==> config.mk <==
export PLATFORM = sky130hd
export DESIGN_NAME = kbe_top
export DESIGN_NICKNAME = d
export VERILOG_FILES = /design/src/core/kbe_pkg.sv /design/src/core/kbe_top.sv
export SDC_FILE = /design/constraint.sdc
export NUM_CORES = 1
export LEC_CHECK = 0
export BUFFER_PORTS_ARGS = -buffer_cell sky130_fd_sc_hd__clkbuf_2
export CAP_MARGIN = 30
export CORE_MARGIN = 2
export CORE_UTILIZATION = 35
export DETAILED_ROUTE_END_ITERATION = 10
export PLACE_DENSITY_LB_ADDON = 0.25
export SYNTH_ARGS = -nofsm -noshare
export SYNTH_HDL_FRONTEND = slang
export SYNTH_SLANG_ARGS = --single-unit
export TNS_END_PERCENT = 1
==> constraint.sdc <==
create_clock -name core_clk -period 2.64 [get_ports core_clk]
set_input_delay 0.396 -clock core_clk [delete_from_list [all_inputs] [get_ports core_clk]]
set_output_delay 0.396 -clock core_clk [all_outputs]
set_load 0.1 [all_outputs]
==> src/core/kbe_pkg.sv <==
// Purpose: constants and types for the keyboard port emulation block
// Assumes: classic Wishbone slave, 32-bit data, byte address = index * 4
// Notes: port indices kept as printed, byte address derived from them
package kbe_pkg;
	// ****************************************
	// register indices and byte addresses
	// ****************************************
	localparam logic [7:0] IDX_DATA = 8'h60;
	localparam logic [7:0] IDX_SYSCTL = 8'h61;
	localparam logic [7:0] IDX_CMD = 8'h64;
	localparam logic [7:0] IDX_IRQ_STAT = 8'h68;
	localparam logic [7:0] IDX_IRQ_MASK = 8'h69;
	localparam logic [9:0] ADDR_DATA = {IDX_DATA, 2'h0};
	localparam logic [9:0] ADDR_SYSCTL = {IDX_SYSCTL, 2'h0};
	localparam logic [9:0] ADDR_CMD = {IDX_CMD, 2'h0};
	localparam logic [9:0] ADDR_IRQ_STAT = {IDX_IRQ_STAT, 2'h0};
	localparam logic [9:0] ADDR_IRQ_MASK = {IDX_IRQ_MASK, 2'h0};
	// ****************************************
	// commands, fields, reset values, timing
	// ****************************************
	localparam logic [7:0] CMD_WR_OUTPUT = 8'hD1;
	localparam logic [7:0] CMD_RD_OUTPUT = 8'hD0;
	localparam logic [7:0] CMD_PULSE_RST = 8'hFE;
	localparam int GATE_BIT = 1;
	localparam int RST_BIT = 0;
	localparam int CHK_CHAN_DIS_BIT = 3;
	localparam int CHK_PAR_DIS_BIT = 2;
	localparam int SPK_EN_BIT = 1;
	localparam int TMR_GATE_BIT = 0;
	localparam logic [3:0] CTL_RESET = 4'hC;
	localparam logic [3:0] IRQ_RESET = 4'h0;
	localparam logic [7:0] DATA_RESET = 8'h00;
	localparam int CLK_MHZ = 40;
	localparam int RST_PULSE_NS = 200;
	localparam int RST_PULSE_CYC_I = (RST_PULSE_NS * CLK_MHZ) / 1000;
	localparam logic [3:0] RST_PULSE_CYC = 4'(RST_PULSE_CYC_I);
	// ****************************************
	// types
	// ****************************************
	typedef enum logic [1:0]
	{
		ST_IDLE = 2'h0,
		ST_WAIT_DATA = 2'h1,
		ST_SHOW_STATUS = 2'h3
	} kbe_cmd_e;
	typedef struct packed
	{
		logic parity_err;
		logic chan_check;
		logic timer_ch2_output;
		logic refresh_toggle;
	} kbe_stat_s;
endpackage

==> src/core/kbe_top.sv <==
// Purpose: keyboard port snoop, fast gate and warm reset, system control reg
// Assumes: one clock core_clk at 40 MHz, asynchronous active low nrst
// Notes: status pins are asynchronous and pass two flip-flops
//
// The implementer's own choice: the Wishbone register port.
`timescale 1ns/1ps
`default_nettype none
module kbe_top
	import kbe_pkg::*;
(
	input wire logic core_clk,
	input wire logic nrst,
	input wire logic wb_cyc_i,
	input wire logic wb_stb_i,
	input wire logic wb_we_i,
	input wire logic [31:0] wb_adr_i,
	input wire logic [3:0] wb_sel_i,
	input wire logic [31:0] wb_dat_i,
	output logic [31:0] wb_dat_o,
	output logic wb_ack_o,
	input wire kbe_stat_s stat_pins,
	output logic addr_line20_gate,
	output logic processor_warm_reset,
	output logic chan_check_disable,
	output logic parity_check_disable,
	output logic speaker_enable,
	output logic timer_ch2_gate,
	output logic irq
);
	// ****************************************
	// state
	// ****************************************
	logic ack_r;
	logic [31:0] dat_r;
	kbe_cmd_e st_r;
	kbe_cmd_e st_nxt;
	logic gate_r;
	logic gate_nxt;
	logic rst_r;
	logic [3:0] rst_cnt_r;
	logic [3:0] rst_cnt_nxt;
	logic [3:0] ctl_r;
	logic [7:0] data_r;
	logic [3:0] irq_stat_r;
	logic [3:0] irq_mask_r;
	kbe_stat_s stat_s1_r;
	kbe_stat_s stat_s2_r;
	kbe_stat_s stat_s3_r;

	// ****************************************
	// bus decode
	// ****************************************
	wire req = wb_cyc_i & wb_stb_i;
	wire in_range = (wb_adr_i[31:10] == 22'h0);
	wire hit_data = in_range & (wb_adr_i[9:0] == ADDR_DATA);
	wire hit_sysctl = in_range & (wb_adr_i[9:0] == ADDR_SYSCTL);
	wire hit_cmd = in_range & (wb_adr_i[9:0] == ADDR_CMD);
	wire hit_istat = in_range & (wb_adr_i[9:0] == ADDR_IRQ_STAT);
	wire hit_imask = in_range & (wb_adr_i[9:0] == ADDR_IRQ_MASK);
	wire wr_go = req & wb_we_i & ack_r & wb_sel_i[0];
	wire rd_cap = req & ~wb_we_i & ~ack_r;
	wire [7:0] wdat = wb_dat_i[7:0];
	wire wr_cmd = wr_go & hit_cmd;
	wire wr_data = wr_go & hit_data;
	wire wr_sysctl = wr_go & hit_sysctl;
	wire wr_istat = wr_go & hit_istat;
	wire wr_imask = wr_go & hit_imask;
	wire cmd_pulse = wr_cmd & (wdat == CMD_PULSE_RST);
	wire [7:0] data_rd = (st_r == ST_SHOW_STATUS)
		? {6'h00, gate_r, rst_r} : data_r;
	wire [7:0] sysctl_rd = {stat_s2_r, ctl_r};
	wire [7:0] rd_mux = hit_data ? data_rd
		: hit_sysctl ? sysctl_rd
		: hit_istat ? {4'h0, irq_stat_r}
		: hit_imask ? {4'h0, irq_mask_r}
		: 8'h00;

	// ****************************************
	// command sequencer
	// ****************************************
	always_comb
	begin
		st_nxt = st_r;
		gate_nxt = gate_r;
		if (wr_cmd)
		begin
			case (wdat)
				CMD_WR_OUTPUT: st_nxt = ST_WAIT_DATA;
				CMD_RD_OUTPUT: st_nxt = ST_SHOW_STATUS;
				default: st_nxt = ST_IDLE;
			endcase
		end
		else if (wr_data)
		begin
			case (st_r)
				ST_WAIT_DATA:
				begin
					gate_nxt = wdat[GATE_BIT];
					st_nxt = ST_IDLE;
				end
				ST_SHOW_STATUS: st_nxt = ST_SHOW_STATUS;
				default: st_nxt = ST_IDLE;
			endcase
		end
	end

	assign rst_cnt_nxt = cmd_pulse ? RST_PULSE_CYC
		: (rst_cnt_r != 4'h0) ? rst_cnt_r - 4'h1 : 4'h0;

	// ****************************************
	// interrupt events
	// ****************************************
	wire ev_par = stat_s2_r.parity_err & ~stat_s3_r.parity_err
		& ~ctl_r[CHK_PAR_DIS_BIT];
	wire ev_chan = stat_s2_r.chan_check & ~stat_s3_r.chan_check
		& ~ctl_r[CHK_CHAN_DIS_BIT];
	wire [3:0] irq_ev = {ev_chan, ev_par, gate_nxt != gate_r, cmd_pulse};
	wire [3:0] irq_clr = wr_istat ? wdat[3:0] : 4'h0;

	// ****************************************
	// registers
	// ****************************************
	always_ff @(posedge core_clk or negedge nrst)
	begin
		if (!nrst)
		begin
			ack_r <= 1'b0;
			dat_r <= 32'h0;
			st_r <= ST_IDLE;
			gate_r <= 1'b0;
			rst_r <= 1'b0;
			rst_cnt_r <= 4'h0;
			ctl_r <= CTL_RESET;
			data_r <= DATA_RESET;
			irq_stat_r <= IRQ_RESET;
			irq_mask_r <= IRQ_RESET;
			stat_s1_r <= '0;
			stat_s2_r <= '0;
			stat_s3_r <= '0;
		end
		else
		begin
			ack_r <= req & ~ack_r;
			if (rd_cap)
				dat_r <= {24'h0, rd_mux};
			st_r <= st_nxt;
			gate_r <= gate_nxt;
			rst_cnt_r <= rst_cnt_nxt;
			rst_r <= (rst_cnt_nxt != 4'h0);
			if (wr_sysctl)
				ctl_r <= wdat[3:0];
			if (wr_data)
				data_r <= wdat;
			irq_stat_r <= (irq_stat_r & ~irq_clr) | irq_ev;
			if (wr_imask)
				irq_mask_r <= wdat[3:0];
			stat_s1_r <= stat_pins;
			stat_s2_r <= stat_s1_r;
			stat_s3_r <= stat_s2_r;
		end
	end

	assign wb_ack_o = ack_r;
	assign wb_dat_o = dat_r;
	assign addr_line20_gate = gate_r;
	assign processor_warm_reset = rst_r;
	assign chan_check_disable = ctl_r[CHK_CHAN_DIS_BIT];
	assign parity_check_disable = ctl_r[CHK_PAR_DIS_BIT];
	assign speaker_enable = ctl_r[SPK_EN_BIT];
	assign timer_ch2_gate = ctl_r[TMR_GATE_BIT];
	assign irq = |(irq_stat_r & irq_mask_r);
endmodule // kbe_top
`default_nettype wire

After elaboration in Yosys (flattened, before gate mapping)
Cells that the tools add are included. Widths: inputs -> output; s select.

Add/sub/neg operators: 1. Equal/unequal tests: 11. Muxes and demuxes: 15. Bitwise operators: 32. Reduce and logical (&&, ||, !) cells: 5.

Operator list (count): $eq 10x9->1 const B (5); $eq 8x8->1 const B (3); $mux 8 (3); $and 1x1->1 (22); $logic_not 22->1 (1); $mux 4 (5); $and 4x4->4 (2); $reduce_bool 4->1 (2); $mux 2 (3); $not 1->1 (6); $not 4->4 (1); $or 4x4->4 (1); $pmux 2 s2 (1); $reduce_or 4->1 (1); $sub 4x1->4 const B (1); $mux 1 (3); $eq 2x1->1 const B (1); $eq 2x2->1 const B (1); $reduce_bool 2->1 (1); $ne 1x1->1 (1).

Register bits: 47. Bits of input ports: 77. Output and inout port bits: 40.

Logic depth before layout (Yosys ltp)
Gate-level depths: netlist of run 1.

Word-level depth: 9. Mapped depth: 6.

Worst setup path after synthesis of run 1
OpenSTA, ideal clock, no wires.

Path type: register to register. Start point: register ack_r (netlist: wb_ack_o). End point: register st_r[1]. Setup time: 83 ps. Data arrival time: 2343 ps. Required time: 2557 ps. Slack: 215 ps. Stages on the path, launching flop included: 6. Path buffers: 0. Path through: dfrtp_1 > nand3_1 > nor2_1 > nand4_1 > or4_1 > o21ai_0.

Cells in the longest elaborated chain, start to end: 4.

Ends and longest elaborated chain: start: declaration (RTL line kbe_top.sv:33) `logic ack_r;`; start signal: assignment (RTL line kbe_top.sv:143) `ack_r <= req & ~ack_r;`; $and 1x1->1 (*) (2 in a row) (RTL line kbe_top.sv:60) `wire wr_go = req & wb_we_i & ack_r & wb_sel_i[0];`; $and 1x1->1 (on tied branches) (RTL line kbe_top.sv:63, kbe_top.sv:64); $mux 2 / $reduce_bool 2->1 (equally long branches); end signal: assignment (RTL line kbe_top.sv:146) `st_r <= st_nxt;`; end: declaration (RTL line kbe_top.sv:35) `kbe_cmd_e st_r;`.

Mark *: on every way between the ends. The rest lies on a longest branch, timed or not. A chain may end at the register's enable or synchronous reset.

Final worst setup path of run 1
Start point: input wb_adr_i[1]. End point: register gate_r (netlist: addr_line20_gate).

Cells in the longest elaborated chain, start to end: 5.

Ends and longest elaborated chain: start: declaration (RTL line kbe_top.sv:16) `input wire logic [31:0] wb_adr_i,`; $eq 10x9->1 (RTL line kbe_top.sv:55) `wire hit_data = in_range & (wb_adr_i[9:0] == ADDR_DATA);`; $and 1x1->1 (RTL line kbe_top.sv:55); $and 1x1->1 (RTL line kbe_top.sv:64) `wire wr_data = wr_go & hit_data;`; $mux 1 (RTL line kbe_top.sv:93) `else if (wr_data)`; $mux 1 (*) (RTL line kbe_top.sv:85) `if (wr_cmd)`; via gate_nxt (RTL line kbe_top.sv:38) `logic gate_nxt;`; end signal: assignment (RTL line kbe_top.sv:147) `gate_r <= gate_nxt;`; end: declaration (RTL line kbe_top.sv:37) `logic gate_r;`.

The timed path passes the listed nets; every way through them passes the cells marked *.

==> summary.txt, run 1 <==
PLACE
----------------------------------------------------------------------------------------
Setup Slack @ Placement                                                         0.280 ns
Sum of net half-perimeters after detailed placement                              4420 µm
Number of port buffers                                                                65
Post-Place Cell Area                                                            2820 µm²
Global placer's final weighted congestion                                          0.839

CELLS AND AREA
----------------------------------------------------------------------------------------
Synth-to-layout area growth                                                        19.6%
Core occupancy in the finished layout                                              0.430
Final design instance area without fill                                         2920 µm²
Fraction of final layout cells with drive strength greater than 1                  0.344
Footprint of the multi-input gates                                              1120 µm²
Register area                                                                   1180 µm²
FILL cells                                                                           683
Number of nets in the layout                                                         382
Antenna cells                                                                          0

CRITICAL PATH
----------------------------------------------------------------------------------------
Start-to-end type of the worst setup path                                         in2reg
Startpoint type of the worst setup path                                       input port
CP arrival                                                                       2.23 ns
Critical Path Sink Type                                                        flip-flop
Maximum fanout along the worst path                                                    6
Required time of the critical path                                               2.83 ns
Minimum setup slack among reg-to-reg paths                                       0.86 ns

GLOBAL ROUTING
----------------------------------------------------------------------------------------
M3 GR Usage                                                                       0.0320
Number of global-route vias before repair                                          1,839
Met1 Track Usage GR                                                                0.192
Overall fraction of global-route tracks in use                                     0.155
Wire length of the first global-routing pass                                     9080 µm
Largest net degree at the start of global routing                                     36
Initial antenna violation count                                                        0
Met2 track demand over resource in global routing                                  0.263
Overflow after GRT                                                                     0
Most used routing layer                                                             met2

TIMING
----------------------------------------------------------------------------------------
Final Skew                                                                    0.00498 ns
Fin crit period                                                                  2.04 ns
Max Clk Rate                                                                   0.490 GHz
Tightest Pin Transition                                                         0.547 ns
Worst path setup slack after routing                                            0.600 ns
Endpoints failing hold                                                                 0
Final total negative setup slack                                                    0 ns
Count of final setup violators                                                         0
RSZ-0062 raised after global routing                                                  no
Max-slew violation count                                                               0
Relative max-transition margin                                                     0.637
Final worst path period share                                                      0.773

DETAILED ROUTING
----------------------------------------------------------------------------------------
Number of remaining DRC errors                                                         0
Total wire length                                                                5630 µm
Detailed Route Iter0 Violations                                                      110
Detailed-route vias per instance                                                    4.84
Routed vias                                                                        1,941
Routed wirelength normalized by instance count                                   14.0 µm
Number of search-and-repair iterations in the first detailed-routing pass              4
Count of nets left with antenna violations after detail routing                        0

STATUS
----------------------------------------------------------------------------------------
Result of the run                                                           finished clean

POWER
----------------------------------------------------------------------------------------
Pleak                                                                            1.47 nW
P_int                                                                           0.995 mW
Sequential Power Share                                                             0.495
Combinational power share                                                          0.203
Pwr/cell area                                                                 512 nW/µm²
Post-layout power                                                                1.50 mW
Switching part of the total                                                        0.335
Clock network fraction of total power                                              0.302
Largest voltage drop on the vdd net                                             0.243 mV
Net load switching power                                                        0.502 mW

YOSYS
----------------------------------------------------------------------------------------
Post-Syn Instances                                                                   231
FF+latch count, synth                                                                 47
Sequential fraction of the synthesis area                                          0.482
Post-synthesis cell area                                                        2440 µm²
Number of distinct library cells after synthesis                                      44
Async SR Flop Fraction                                                              1.00
Most used flip-flop cell after synthesis                                    sky130_fd_sc_hd__dfrtp_1
Count of flip-flops with a built-in enable after synthesis                             0
Warnings, synthesis                                                                    0
Post-synthesis area per instance                                                10.6 µm²

WORST HOLD PATH
----------------------------------------------------------------------------------------
Hold Crit Class                                                                   in2reg

CLOCK NETWORK
----------------------------------------------------------------------------------------
Clock-pin transition on the worst setup and hold timing paths                    0.09 ns
Bufs on Longest Clock Path                                                             2
Root Buffer                                                                 sky130_fd_sc_hd__clkbuf_8
Number of clock buffers inserted by TritonCTS                                          5
CTS tree                                                                             yes
H-tree depth reported by CTS                                                           2
Number of clock sinks                                                                 47
Worst-Skew Late Latency                                                          0.30 ns

FLOORPLAN
----------------------------------------------------------------------------------------
Die Height                                                                       87.6 µm
Starting density of the core                                                       0.360
Area enclosed by the die boundary                                               7670 µm²
Number of rows created at floorplan                                                   30
Count of pins on the block boundary                                                  117
Die outline width                                                                87.6 µm
Area of the core region                                                         6790 µm²

JOB
----------------------------------------------------------------------------------------
Max-cap violations                                                                     0

## timing repair
action,in CTS,in global routing
resized for setup,0,0
endpoints found under the hold margin,12,0
hold buffers,1,0
setup buffers,0,0
setup endpoints to repair,0,0
## power by group through the flow
stage	Sequential [mW]	Clock [mW]	Combinational (mW)
after global placement	0.756	0	0.303
after CTS	0.742	0.462	0.305
after detailed placement	0.756	0	0.304
final	0.742	0.452	0.303
after global routing	0.743	0.486	0.321
after floorplan	0.802	0	0.207
## path summary, 6_finish.rpt
| kind | end | depth (start not counted) | startpoint |
|---|---|---|---|
| max reg2reg | st_r[1] | 6 | wb_ack_o |
| min reg2reg | stat_s2_r[3] | 0 | stat_s1_r[3] |
| max in group asynchronous | ctl_r[2] | 3 | nrst |
| min in group asynchronous | wb_dat_o[5] | 2 | nrst |
| min | stat_s1_r[1] | 1 | stat_pins[1] |
| max | addr_line20_gate | 6 | wb_adr_i[1] |
## placed cells by master (no fill, tap or decap), types with 2 or more instances in the layout
cell type | Yosys | routed
sky130_fd_sc_hd__and2_0 | 4 | 4
sky130_fd_sc_hd__nor2_1 | 12 | 12
sky130_fd_sc_hd__clkbuf_2 | 0 | 65
sky130_fd_sc_hd__or4_1 | 2 | 2
sky130_fd_sc_hd__or4_4 | 2 | 2
sky130_fd_sc_hd__dfrtp_1 | 45 | 45
sky130_fd_sc_hd__a31o_2 | 2 | 2
sky130_fd_sc_hd__o21ai_0 | 8 | 8
sky130_fd_sc_hd__a22oi_1 | 2 | 2
sky130_fd_sc_hd__nor4_1 | 8 | 8
sky130_fd_sc_hd__or3_1 | 3 | 3
sky130_fd_sc_hd__a21oi_1 | 6 | 6
sky130_fd_sc_hd__clkbuf_8 | 0 | 6
sky130_fd_sc_hd__and3_1 | 3 | 3
sky130_fd_sc_hd__inv_1 | 8 | 8
sky130_fd_sc_hd__nor3_1 | 7 | 7
sky130_fd_sc_hd__mux2i_1 | 6 | 6
sky130_fd_sc_hd__a21o_1 | 3 | 3
sky130_fd_sc_hd__nand3b_1 | 2 | 2
sky130_fd_sc_hd__nand2_1 | 8 | 8
sky130_fd_sc_hd__nand3_1 | 12 | 12
sky130_fd_sc_hd__nand4_1 | 4 | 4
sky130_fd_sc_hd__dfstp_2 | 2 | 2
sky130_fd_sc_hd__a32oi_1 | 6 | 6
sky130_fd_sc_hd__and4_1 | 3 | 3
sky130_fd_sc_hd__nor2b_1 | 2 | 2
sky130_fd_sc_hd__conb_1 | 1 | 24
sky130_fd_sc_hd__buf_4 | 24 | 6
sky130_fd_sc_hd__nand2b_1 | 3 | 3
sky130_fd_sc_hd__and2_1 | 3 | 3
sky130_fd_sc_hd__a31oi_1 | 4 | 4
sky130_fd_sc_hd__mux2_2 | 17 | 17
sky130_fd_sc_hd__nor3b_1 | 3 | 3
## flip-flops by register name, summed over array words and instances, names as in the netlist
signal                count
data_r                    8
wb_dat_o                  8
ctl_r                     4
irq_mask_r                4
irq_stat_r                4
rst_cnt_r                 4
stat_s1_r                 4
stat_s2_r                 4
st_r                      2
stat_s3_r                 2
addr_line20_gate          1
processor_warm_reset      1
wb_ack_o                  1
## per-stage QoR
step / hold slack (ns) / instances
floorplan: 0.100 / 254
global placement: 0.299 / 392
detailed placement: 0.303 / 392
CTS: 0.188 / 401
global route: 0.184 / 401
finish: 0.193 / 401
## kinds of logic (layout without fill, tap and decap cells)
kind of cell    count (synthesis)  count (layout)  synth area share
flops                          47              47             0.482
fa+ha+maj                       1               1           0.00512
mux                            23              23             0.103
buf+inv                        37              88            0.0937
other cells                     1              24           0.00153
simple gates                   87              87             0.218
compound gates                 35              35            0.0967
## Yosys cell counts (3+ instances only)
| library cell | count | area (µm²) |
|---|---|---|
| sky130_fd_sc_hd__nand2b_1 | 3 | 18.8 |
| sky130_fd_sc_hd__a32oi_1 | 6 | 52.6 |
| sky130_fd_sc_hd__nor3b_1 | 3 | 22.5 |
| sky130_fd_sc_hd__and2_0 | 4 | 25.0 |
| sky130_fd_sc_hd__inv_1 | 8 | 30.0 |
| sky130_fd_sc_hd__and4_1 | 3 | 26.3 |
| sky130_fd_sc_hd__nor3_1 | 7 | 35.0 |
| sky130_fd_sc_hd__o21ai_0 | 8 | 40.0 |
| sky130_fd_sc_hd__buf_4 | 24 | 180 |
| sky130_fd_sc_hd__a21oi_1 | 6 | 30.0 |
| sky130_fd_sc_hd__clkbuf_1 | 4 | 15.0 |
| sky130_fd_sc_hd__nand2_1 | 8 | 30.0 |
| sky130_fd_sc_hd__nand3_1 | 12 | 60.1 |
| sky130_fd_sc_hd__and2_1 | 3 | 18.8 |
| sky130_fd_sc_hd__dfrtp_1 | 45 | 1130 |
| sky130_fd_sc_hd__and3_1 | 3 | 18.8 |
| sky130_fd_sc_hd__nor4_1 | 8 | 50.1 |
| sky130_fd_sc_hd__mux2_2 | 17 | 191 |
| sky130_fd_sc_hd__a31oi_1 | 4 | 25.0 |
| sky130_fd_sc_hd__nor2_1 | 12 | 45.0 |
| sky130_fd_sc_hd__a21o_1 | 3 | 22.5 |
| sky130_fd_sc_hd__mux2i_1 | 6 | 60.1 |
| sky130_fd_sc_hd__or3_1 | 3 | 18.8 |
| sky130_fd_sc_hd__nand4_1 | 4 | 25.0 |
## routing by layer
layer  wire (µm)  up-vias
met1        2540      928
li1            -      944
met4         123        0
met2        2730       60
met3         229        9
met5           0        -
## layout make-up
class,count,share of cell area
flip-flops and latches,47,0.403
repair buffers,72,0.130
inverters,8,0.0103
clock buffers,7,0.0295
well taps,96,0.0411
clock inverters,1,0.00171
multi-input cells,170,0.384
## critical path: stages
cell                       delay, ns
sky130_fd_sc_hd__clkbuf_2       0.09
sky130_fd_sc_hd__or4_4          0.54
sky130_fd_sc_hd__or3_1          0.38
sky130_fd_sc_hd__nor3_2         0.40
sky130_fd_sc_hd__nand3_1        0.13
sky130_fd_sc_hd__mux2_2         0.29
No activity file was read; power rests on OpenSTA's default activity.
==> run 2, diff against run 1 <==
clock period = 1.9 ns   (was 2.64 ns; I/O delays follow)
==> run 2 against run 1 <==
Net effect:
- flip-flop and latch count unchanged
- sequential share of layout area down 2.1 points
- non-clock buffer count is 18 higher
- largest power group unchanged
- highest routed layer unchanged
==> summary.txt, run 2 (same netlist as run 1, synthesis figures left out) <==
STATUS
----------------------------------------------------------------------------------------
Result of the run                                                           finished clean

TIMING
----------------------------------------------------------------------------------------
Fin crit period                                                                  1.86 ns
Final Skew                                                                    0.00759 ns   +0.00261 ns
Count of final setup violators                                                         0   unchanged
Tightest Pin Transition                                                         0.544 ns   -0.00325 ns
Worst path setup slack after routing                                           0.0416 ns   -0.559 ns
Final worst path period share                                                      0.978
Max Clk Rate                                                                   0.538 GHz
RSZ-0062 raised after global routing                                                 yes
Endpoints failing hold                                                                 0   unchanged
Max-slew violation count                                                               0   unchanged
Relative max-transition margin                                                     0.639   +0.00216

FLOORPLAN
----------------------------------------------------------------------------------------
Die Height                                                                       87.6 µm   unchanged
Die outline width                                                                87.6 µm   unchanged
Area of the core region                                                         6790 µm²   unchanged
Count of pins on the block boundary                                                  117   unchanged
Number of rows created at floorplan                                                   30   unchanged
Starting density of the core                                                       0.360   unchanged
Area enclosed by the die boundary                                               7670 µm²   unchanged

PLACE
----------------------------------------------------------------------------------------
Number of port buffers                                                                65   unchanged
Setup Slack @ Placement                                                        -0.277 ns   -0.558 ns
Sum of net half-perimeters after detailed placement                              4780 µm   +8.0%
Global placer's final weighted congestion                                          0.855   +1.9%

DETAILED ROUTING
----------------------------------------------------------------------------------------
Routed vias                                                                        2,036   +4.9%
Count of nets left with antenna violations after detail routing                        0   unchanged
Routed wirelength normalized by instance count                                   14.2 µm   +1.2%
Detailed Route Iter0 Violations                                                      119   +8.2%
Total wire length                                                                5950 µm   +5.7%
Number of search-and-repair iterations in the first detailed-routing pass              4   unchanged
Detailed-route vias per instance                                                    4.86   +0.39%
Number of remaining DRC errors                                                         0   unchanged

WORST HOLD PATH
----------------------------------------------------------------------------------------
Number of cells traversed by the worst hold path                                       1   unchanged
Worst hold endpoint                                                         stat_s1_r[1]
Hold Crit Class                                                                   in2reg
Hold path startpoint                                                        stat_pins[1]

CELLS AND AREA
----------------------------------------------------------------------------------------
Fraction of final layout cells with drive strength greater than 1                  0.393   +0.0489
Most common cell after layout, fill and taps aside                          sky130_fd_sc_hd__clkbuf_2
FILL cells                                                                           659   -3.5%
Antenna cells                                                                          0   unchanged
Number of nets in the layout                                                         400   +4.7%
Most frequent cells in the layout                                           65 x sky130_fd_sc_hd__clkbuf_2, 44 x sky130_fd_sc_hd__dfrtp_1, 24 x sky130_fd_sc_hd__conb_1, 24 x sky130_fd_sc_hd__buf_4, 17 x sky130_fd_sc_hd__mux2_2
Synth-to-layout area growth                                                        26.6%
Core occupancy in the finished layout                                              0.455   +0.0250

CRITICAL PATH
----------------------------------------------------------------------------------------
Critical Path Sink Type                                                        flip-flop
Minimum setup slack among reg-to-reg paths                                       0.16 ns   -0.70 ns
Required time of the critical path                                               2.09 ns   -0.74 ns
Number of cell instances on the worst register-to-register path                        5   -1
Critical Path Source                                                         wb_adr_i[1]
Startpoint of the worst register-to-register path                               wb_ack_o
CP arrival                                                                       2.05 ns   -0.18 ns
Start-to-end type of the worst setup path                                         in2reg
Maximum fanout along the worst path                                                    8   +2
Reg-to-reg critical path endpoint                                                st_r[1]
Startpoint type of the worst setup path                                       input port

JOB
----------------------------------------------------------------------------------------
Max-cap violations                                                                     0   unchanged

GLOBAL ROUTING
----------------------------------------------------------------------------------------
Largest net degree at the start of global routing                                     19   -47%
Number of global-route vias before repair                                          2,024   +10%
Initial antenna violation count                                                        0   unchanged
Wire length of the first global-routing pass                                     9800 µm   +7.9%
Overall fraction of global-route tracks in use                                     0.166   +0.0109
Overflow after GRT                                                                     0   unchanged

CLOCK NETWORK
----------------------------------------------------------------------------------------
CTS tree                                                                             yes
Number of clock sinks                                                                 47   unchanged
Number of clock buffers inserted by TritonCTS                                          5   unchanged
Bufs on Longest Clock Path                                                             2   unchanged
Clock-pin transition on the worst setup and hold timing paths                    0.09 ns   about the same
Worst-Skew Late Latency                                                          0.30 ns   about the same
Root Buffer                                                                 sky130_fd_sc_hd__clkbuf_8
H-tree depth reported by CTS                                                           2   unchanged

POWER
----------------------------------------------------------------------------------------
Largest voltage drop on the vdd net                                             0.436 mV   +79%
Pleak                                                                            1.57 nW   +6.6%
Pwr/cell area                                                                 713 nW/µm²   +39%

## run 2: how the worst max path moves through the flow
stage                endpoint  slack [ns]  cells past startpoint
finish              data_r[3]        0.04                      6
detailed placement  data_r[4]       -0.28                      6
CTS                 data_r[4]        0.05                      6
global route        data_r[3]       -0.01                      6
floorplan           data_r[0]       -0.14                      5
global placement    data_r[4]       -0.27                      6
## run 2: what timing repair did
action	in CTS	in global routing
setup endpoints to repair	0	4
endpoints found under the hold margin	11	0
setup buffers	0	0
hold buffers	1	0
gates resized for setup	0	3
## run 2: per-layer routing
metal  share of wire  track usage
met5               0            0
met3           0.038       0.0283
met2            0.50        0.279
met1            0.45        0.227
met4          0.0067       0.0350
## run 2: power breakdown
| part | total, mW | internal [mW] | switching (mW) |
|---|---|---|---|
| clock | 0.730 | 0.392 | 0.338 |
| sequential | 1.03 | 1.02 | 0.0116 |
| combinational | 0.443 | 0.0829 | 0.360 |
## run 2: worst max-delay path: stages
cell and delay (ns):
sky130_fd_sc_hd__clkbuf_2 0.09, sky130_fd_sc_hd__or4_4 0.54, sky130_fd_sc_hd__or4_4 0.44, sky130_fd_sc_hd__nor4_4 0.25
sky130_fd_sc_hd__nand2_4 0.15, sky130_fd_sc_hd__mux2_2 0.29
## run 2: cell type report
class	instances	area, µm²	area share
Multi-Input combinational cell	170	1130	0.366
Clock buffer	5	68.8	0.0222
Clock inverter	3	43.8	0.0142
Timing Repair Buffer	90	515	0.167
Sequential cell	47	1180	0.382
Tap cell	96	120	0.0388
Inverter	8	30.0	0.00970
## run 2: metrics by stage
stage | power, mW | instances | hold slack, ns | area [µm²] | TNS (ns)
6_report | 2.21 | 419 | 0.0803 | 3090 | 0
5_1_grt | 2.29 | 419 | 0.0708 | 3090 | -0.0431
4_1_cts | 2.22 | 419 | 0.0751 | 3080 | 0
3_5_place_dp | 1.49 | 410 | 0.218 | 2960 | -5.60
3_3_place_gp | 1.49 | 410 | 0.219 | 2960 | -5.58
2_1_floorplan | 1.40 | 254 | -0.0106 | 2530 | -1.39
==> run 3, diff against run 2 <==
CORE_UTILIZATION = 45   (was 35)
PLACE_DENSITY = 0.8   (was default)
PLACE_DENSITY_LB_ADDON = default   (was 0.25)
==> run 3 against run 2 <==
Net effect:
- global-route usage grew 3.3 points
- clock skew up 0.0027 ns
- highest routed layer unchanged
- core utilization rose by 14 points
- maximum frequency rose by 0.28%
- count of clock-buffer cells in the layout rose by 1
==> summary.txt, run 3 (same netlist as run 1, synthesis figures left out) <==
STATUS
----------------------------------------------------------------------------------------
Result of the run                                                           finished clean

CRITICAL PATH
----------------------------------------------------------------------------------------
Sum of buffers and inverters on the critical path                                      1   unchanged
Critical Path Sink Type                                                        flip-flop
CP arrival                                                                       2.04 ns   about the same
Largest stage delay on the critical path                                         0.53 ns   about the same
Required time of the critical path                                               2.08 ns   about the same
Cell repeated most along the worst path                                     sky130_fd_sc_hd__or4_4
Number of cell instances on the worst register-to-register path                        5   unchanged
Number of gates on the worst path with buffers counted                                 6   unchanged
Cell Chain, Critical Path                                                   clkbuf_2 -> or4_4 -> or4_4 -> nor4_4 -> nand2_4 -> mux2_2
Slowest stage cell, crit path                                               sky130_fd_sc_hd__or4_4
Startpoint type of the worst setup path                                       input port
Maximum fanout along the worst path                                                    8   unchanged
Start-to-end type of the worst setup path                                         in2reg
Dominant delay contributor by cell family on the critical path              simple AND/OR/NAND/NOR gates

DETAILED ROUTING
----------------------------------------------------------------------------------------
Routed wirelength normalized by instance count                                   14.5 µm   +2.0%
Number of remaining DRC errors                                                         0   unchanged
Number of search-and-repair iterations in the first detailed-routing pass              4   unchanged
Total wire length                                                                5700 µm   -4.3%
Detailed-route vias per instance                                                    5.18   +6.5%
Routed vias                                                                        2,034   -0.098%
Count of nets left with antenna violations after detail routing                        0   unchanged
Detailed Route Iter0 Violations                                                      154   +29%

TIMING
----------------------------------------------------------------------------------------
Final worst path period share                                                      0.975   -0.00272
Count of final setup violators                                                         0   unchanged
Fin crit period                                                                  1.85 ns   -0.00517 ns
Endpoints failing hold                                                                 0   unchanged
Max-slew violation count                                                               0   unchanged
Relative max-transition margin                                                     0.632   -0.00652
Final total negative setup slack                                                    0 ns   unchanged
RSZ-0062 raised after global routing                                                 yes
Max Clk Rate                                                                   0.540 GHz   +0.28%
Final Skew                                                                     0.0103 ns   +0.00272 ns
Tightest Pin Transition                                                         0.554 ns   +0.00983 ns

CLOCK NETWORK
----------------------------------------------------------------------------------------
Clock-pin transition on the worst setup and hold timing paths                    0.09 ns   about the same
CTS tree                                                                             yes
Bufs on Longest Clock Path                                                             2   unchanged
Number of clock buffers inserted by TritonCTS                                          5   unchanged
H-tree depth reported by CTS                                                           2   unchanged
Worst-Skew Late Latency                                                          0.31 ns   about the same
Root Buffer                                                                 sky130_fd_sc_hd__clkbuf_8
Number of clock sinks                                                                 47   unchanged

GLOBAL ROUTING
----------------------------------------------------------------------------------------
Wire length of the first global-routing pass                                     9380 µm   -4.2%
Overall fraction of global-route tracks in use                                     0.199   +0.0326
Largest net degree at the start of global routing                                     30   +11
Initial antenna violation count                                                        0   unchanged
Overflow after GRT                                                                     0   unchanged
Number of global-route vias before repair                                          1,957   -3.3%

FLOORPLAN
----------------------------------------------------------------------------------------
Count of pins on the block boundary                                                  117   unchanged
Die outline width                                                                77.7 µm   -11%
Area enclosed by the die boundary                                               6040 µm²   -21%
Area of the core region                                                         5170 µm²   -24%
Number of rows created at floorplan                                                   26   -13%
Die Height                                                                       77.7 µm   -11%
Starting density of the core                                                       0.473   +0.113

PLACE
----------------------------------------------------------------------------------------
Global placer's final weighted congestion                                          0.873   +2.0%
Sum of net half-perimeters after detailed placement                              4470 µm   -6.4%
Number of port buffers                                                                65   unchanged

CELLS AND AREA
----------------------------------------------------------------------------------------
Antenna cells                                                                          0   unchanged
Most frequent cells in the layout                                           65 x sky130_fd_sc_hd__clkbuf_2, 44 x sky130_fd_sc_hd__dfrtp_1, 24 x sky130_fd_sc_hd__conb_1
Synth-to-layout area growth                                                        26.8%
Fraction of final layout cells with drive strength greater than 1                  0.399   +0.00619
Core occupancy in the finished layout                                              0.599   +0.144
Number of nets in the layout                                                         400   unchanged
Most common cell after layout, fill and taps aside                          sky130_fd_sc_hd__clkbuf_2
FILL cells                                                                           437   -34%

POWER
----------------------------------------------------------------------------------------
Pleak                                                                            1.58 nW   +0.60%
Post-layout power                                                                2.25 mW   +1.9%
Largest voltage drop on the vdd net                                             0.481 mV   +10%
Pwr/cell area                                                                 725 nW/µm²   +1.7%

JOB
----------------------------------------------------------------------------------------
Max-cap violations                                                                     0   unchanged

WORST HOLD PATH
----------------------------------------------------------------------------------------
Number of cells traversed by the worst hold path                                       1   unchanged
Hold Crit Class                                                                   in2reg

==> run 3: cell types whose count changed in the layout (fill, tap and decap cells not counted), sizes merged <==
cell / before / now
clkbuf: 70 / 71
clkinv: 2 / 0
inv: 8 / 9
==> run 3: cell type report <==
class / count / area, µm² / area share
sequential: 47 / 1180 / 0.382
multi-input combinational: 170 / 1150 / 0.371
timing repair buffer: 90 / 528 / 0.170
tap: 70 / 87.6 / 0.0283
clock buffer: 6 / 82.6 / 0.0266
clock inverter: 2 / 38.8 / 0.0125
inverter: 8 / 30.0 / 0.00969
==> run 3: path summary, 6_finish.rpt <==
check	start	end	slack (ns)
max in group asynchronous	nrst	ctl_r[2]	0.84
hold reg to reg	stat_s1_r[1]	stat_s2_r[1]	0.34
hold / removal	stat_pins[0]	stat_s1_r[0]	0.08
setup / recovery	wb_adr_i[1]	data_r[6]	0.05
min in group asynchronous	nrst	stat_s1_r[0]	0.46
setup reg to reg	wb_ack_o	st_r[1]	0.17
==> run 3: power by group <==
| part | internal (mW) | switching (mW) |
|---|---|---|
| clock | 0.433 | 0.340 |
| sequential | 1.02 | 0.0108 |
| combinational | 0.0827 | 0.359 |
==> run 3: what timing repair did <==
action / in CTS / in global routing
hold buffers: 1 / 0
resized for setup: 0 / 4
setup endpoints to repair: 0 / 7
setup buffers: 0 / 0
endpoints found under the hold margin: 18 / 0
==> run 3: stage by stage <==
step	worst slack [ns]	instance area (µm²)	hold WS (ns)	std cells
after detailed placement	-0.261	2940	0.269	384
after global routing	-0.000662	3100	0.0598	393
after CTS	0.0607	3070	0.0705	393
after global placement	-0.250	2940	0.260	384
after floorplan	-0.137	2530	-0.0106	254
final	0.0468	3100	0.0788	393
==> run 3: metal layers <==
metal  global-route usage  vias up  wire, µm
met4               0.0625        0        57
met5                    0        -         0
met2                0.322       72      2820
li1                     -      987         -
met3               0.0407        6       303
met1                0.268      969      2520
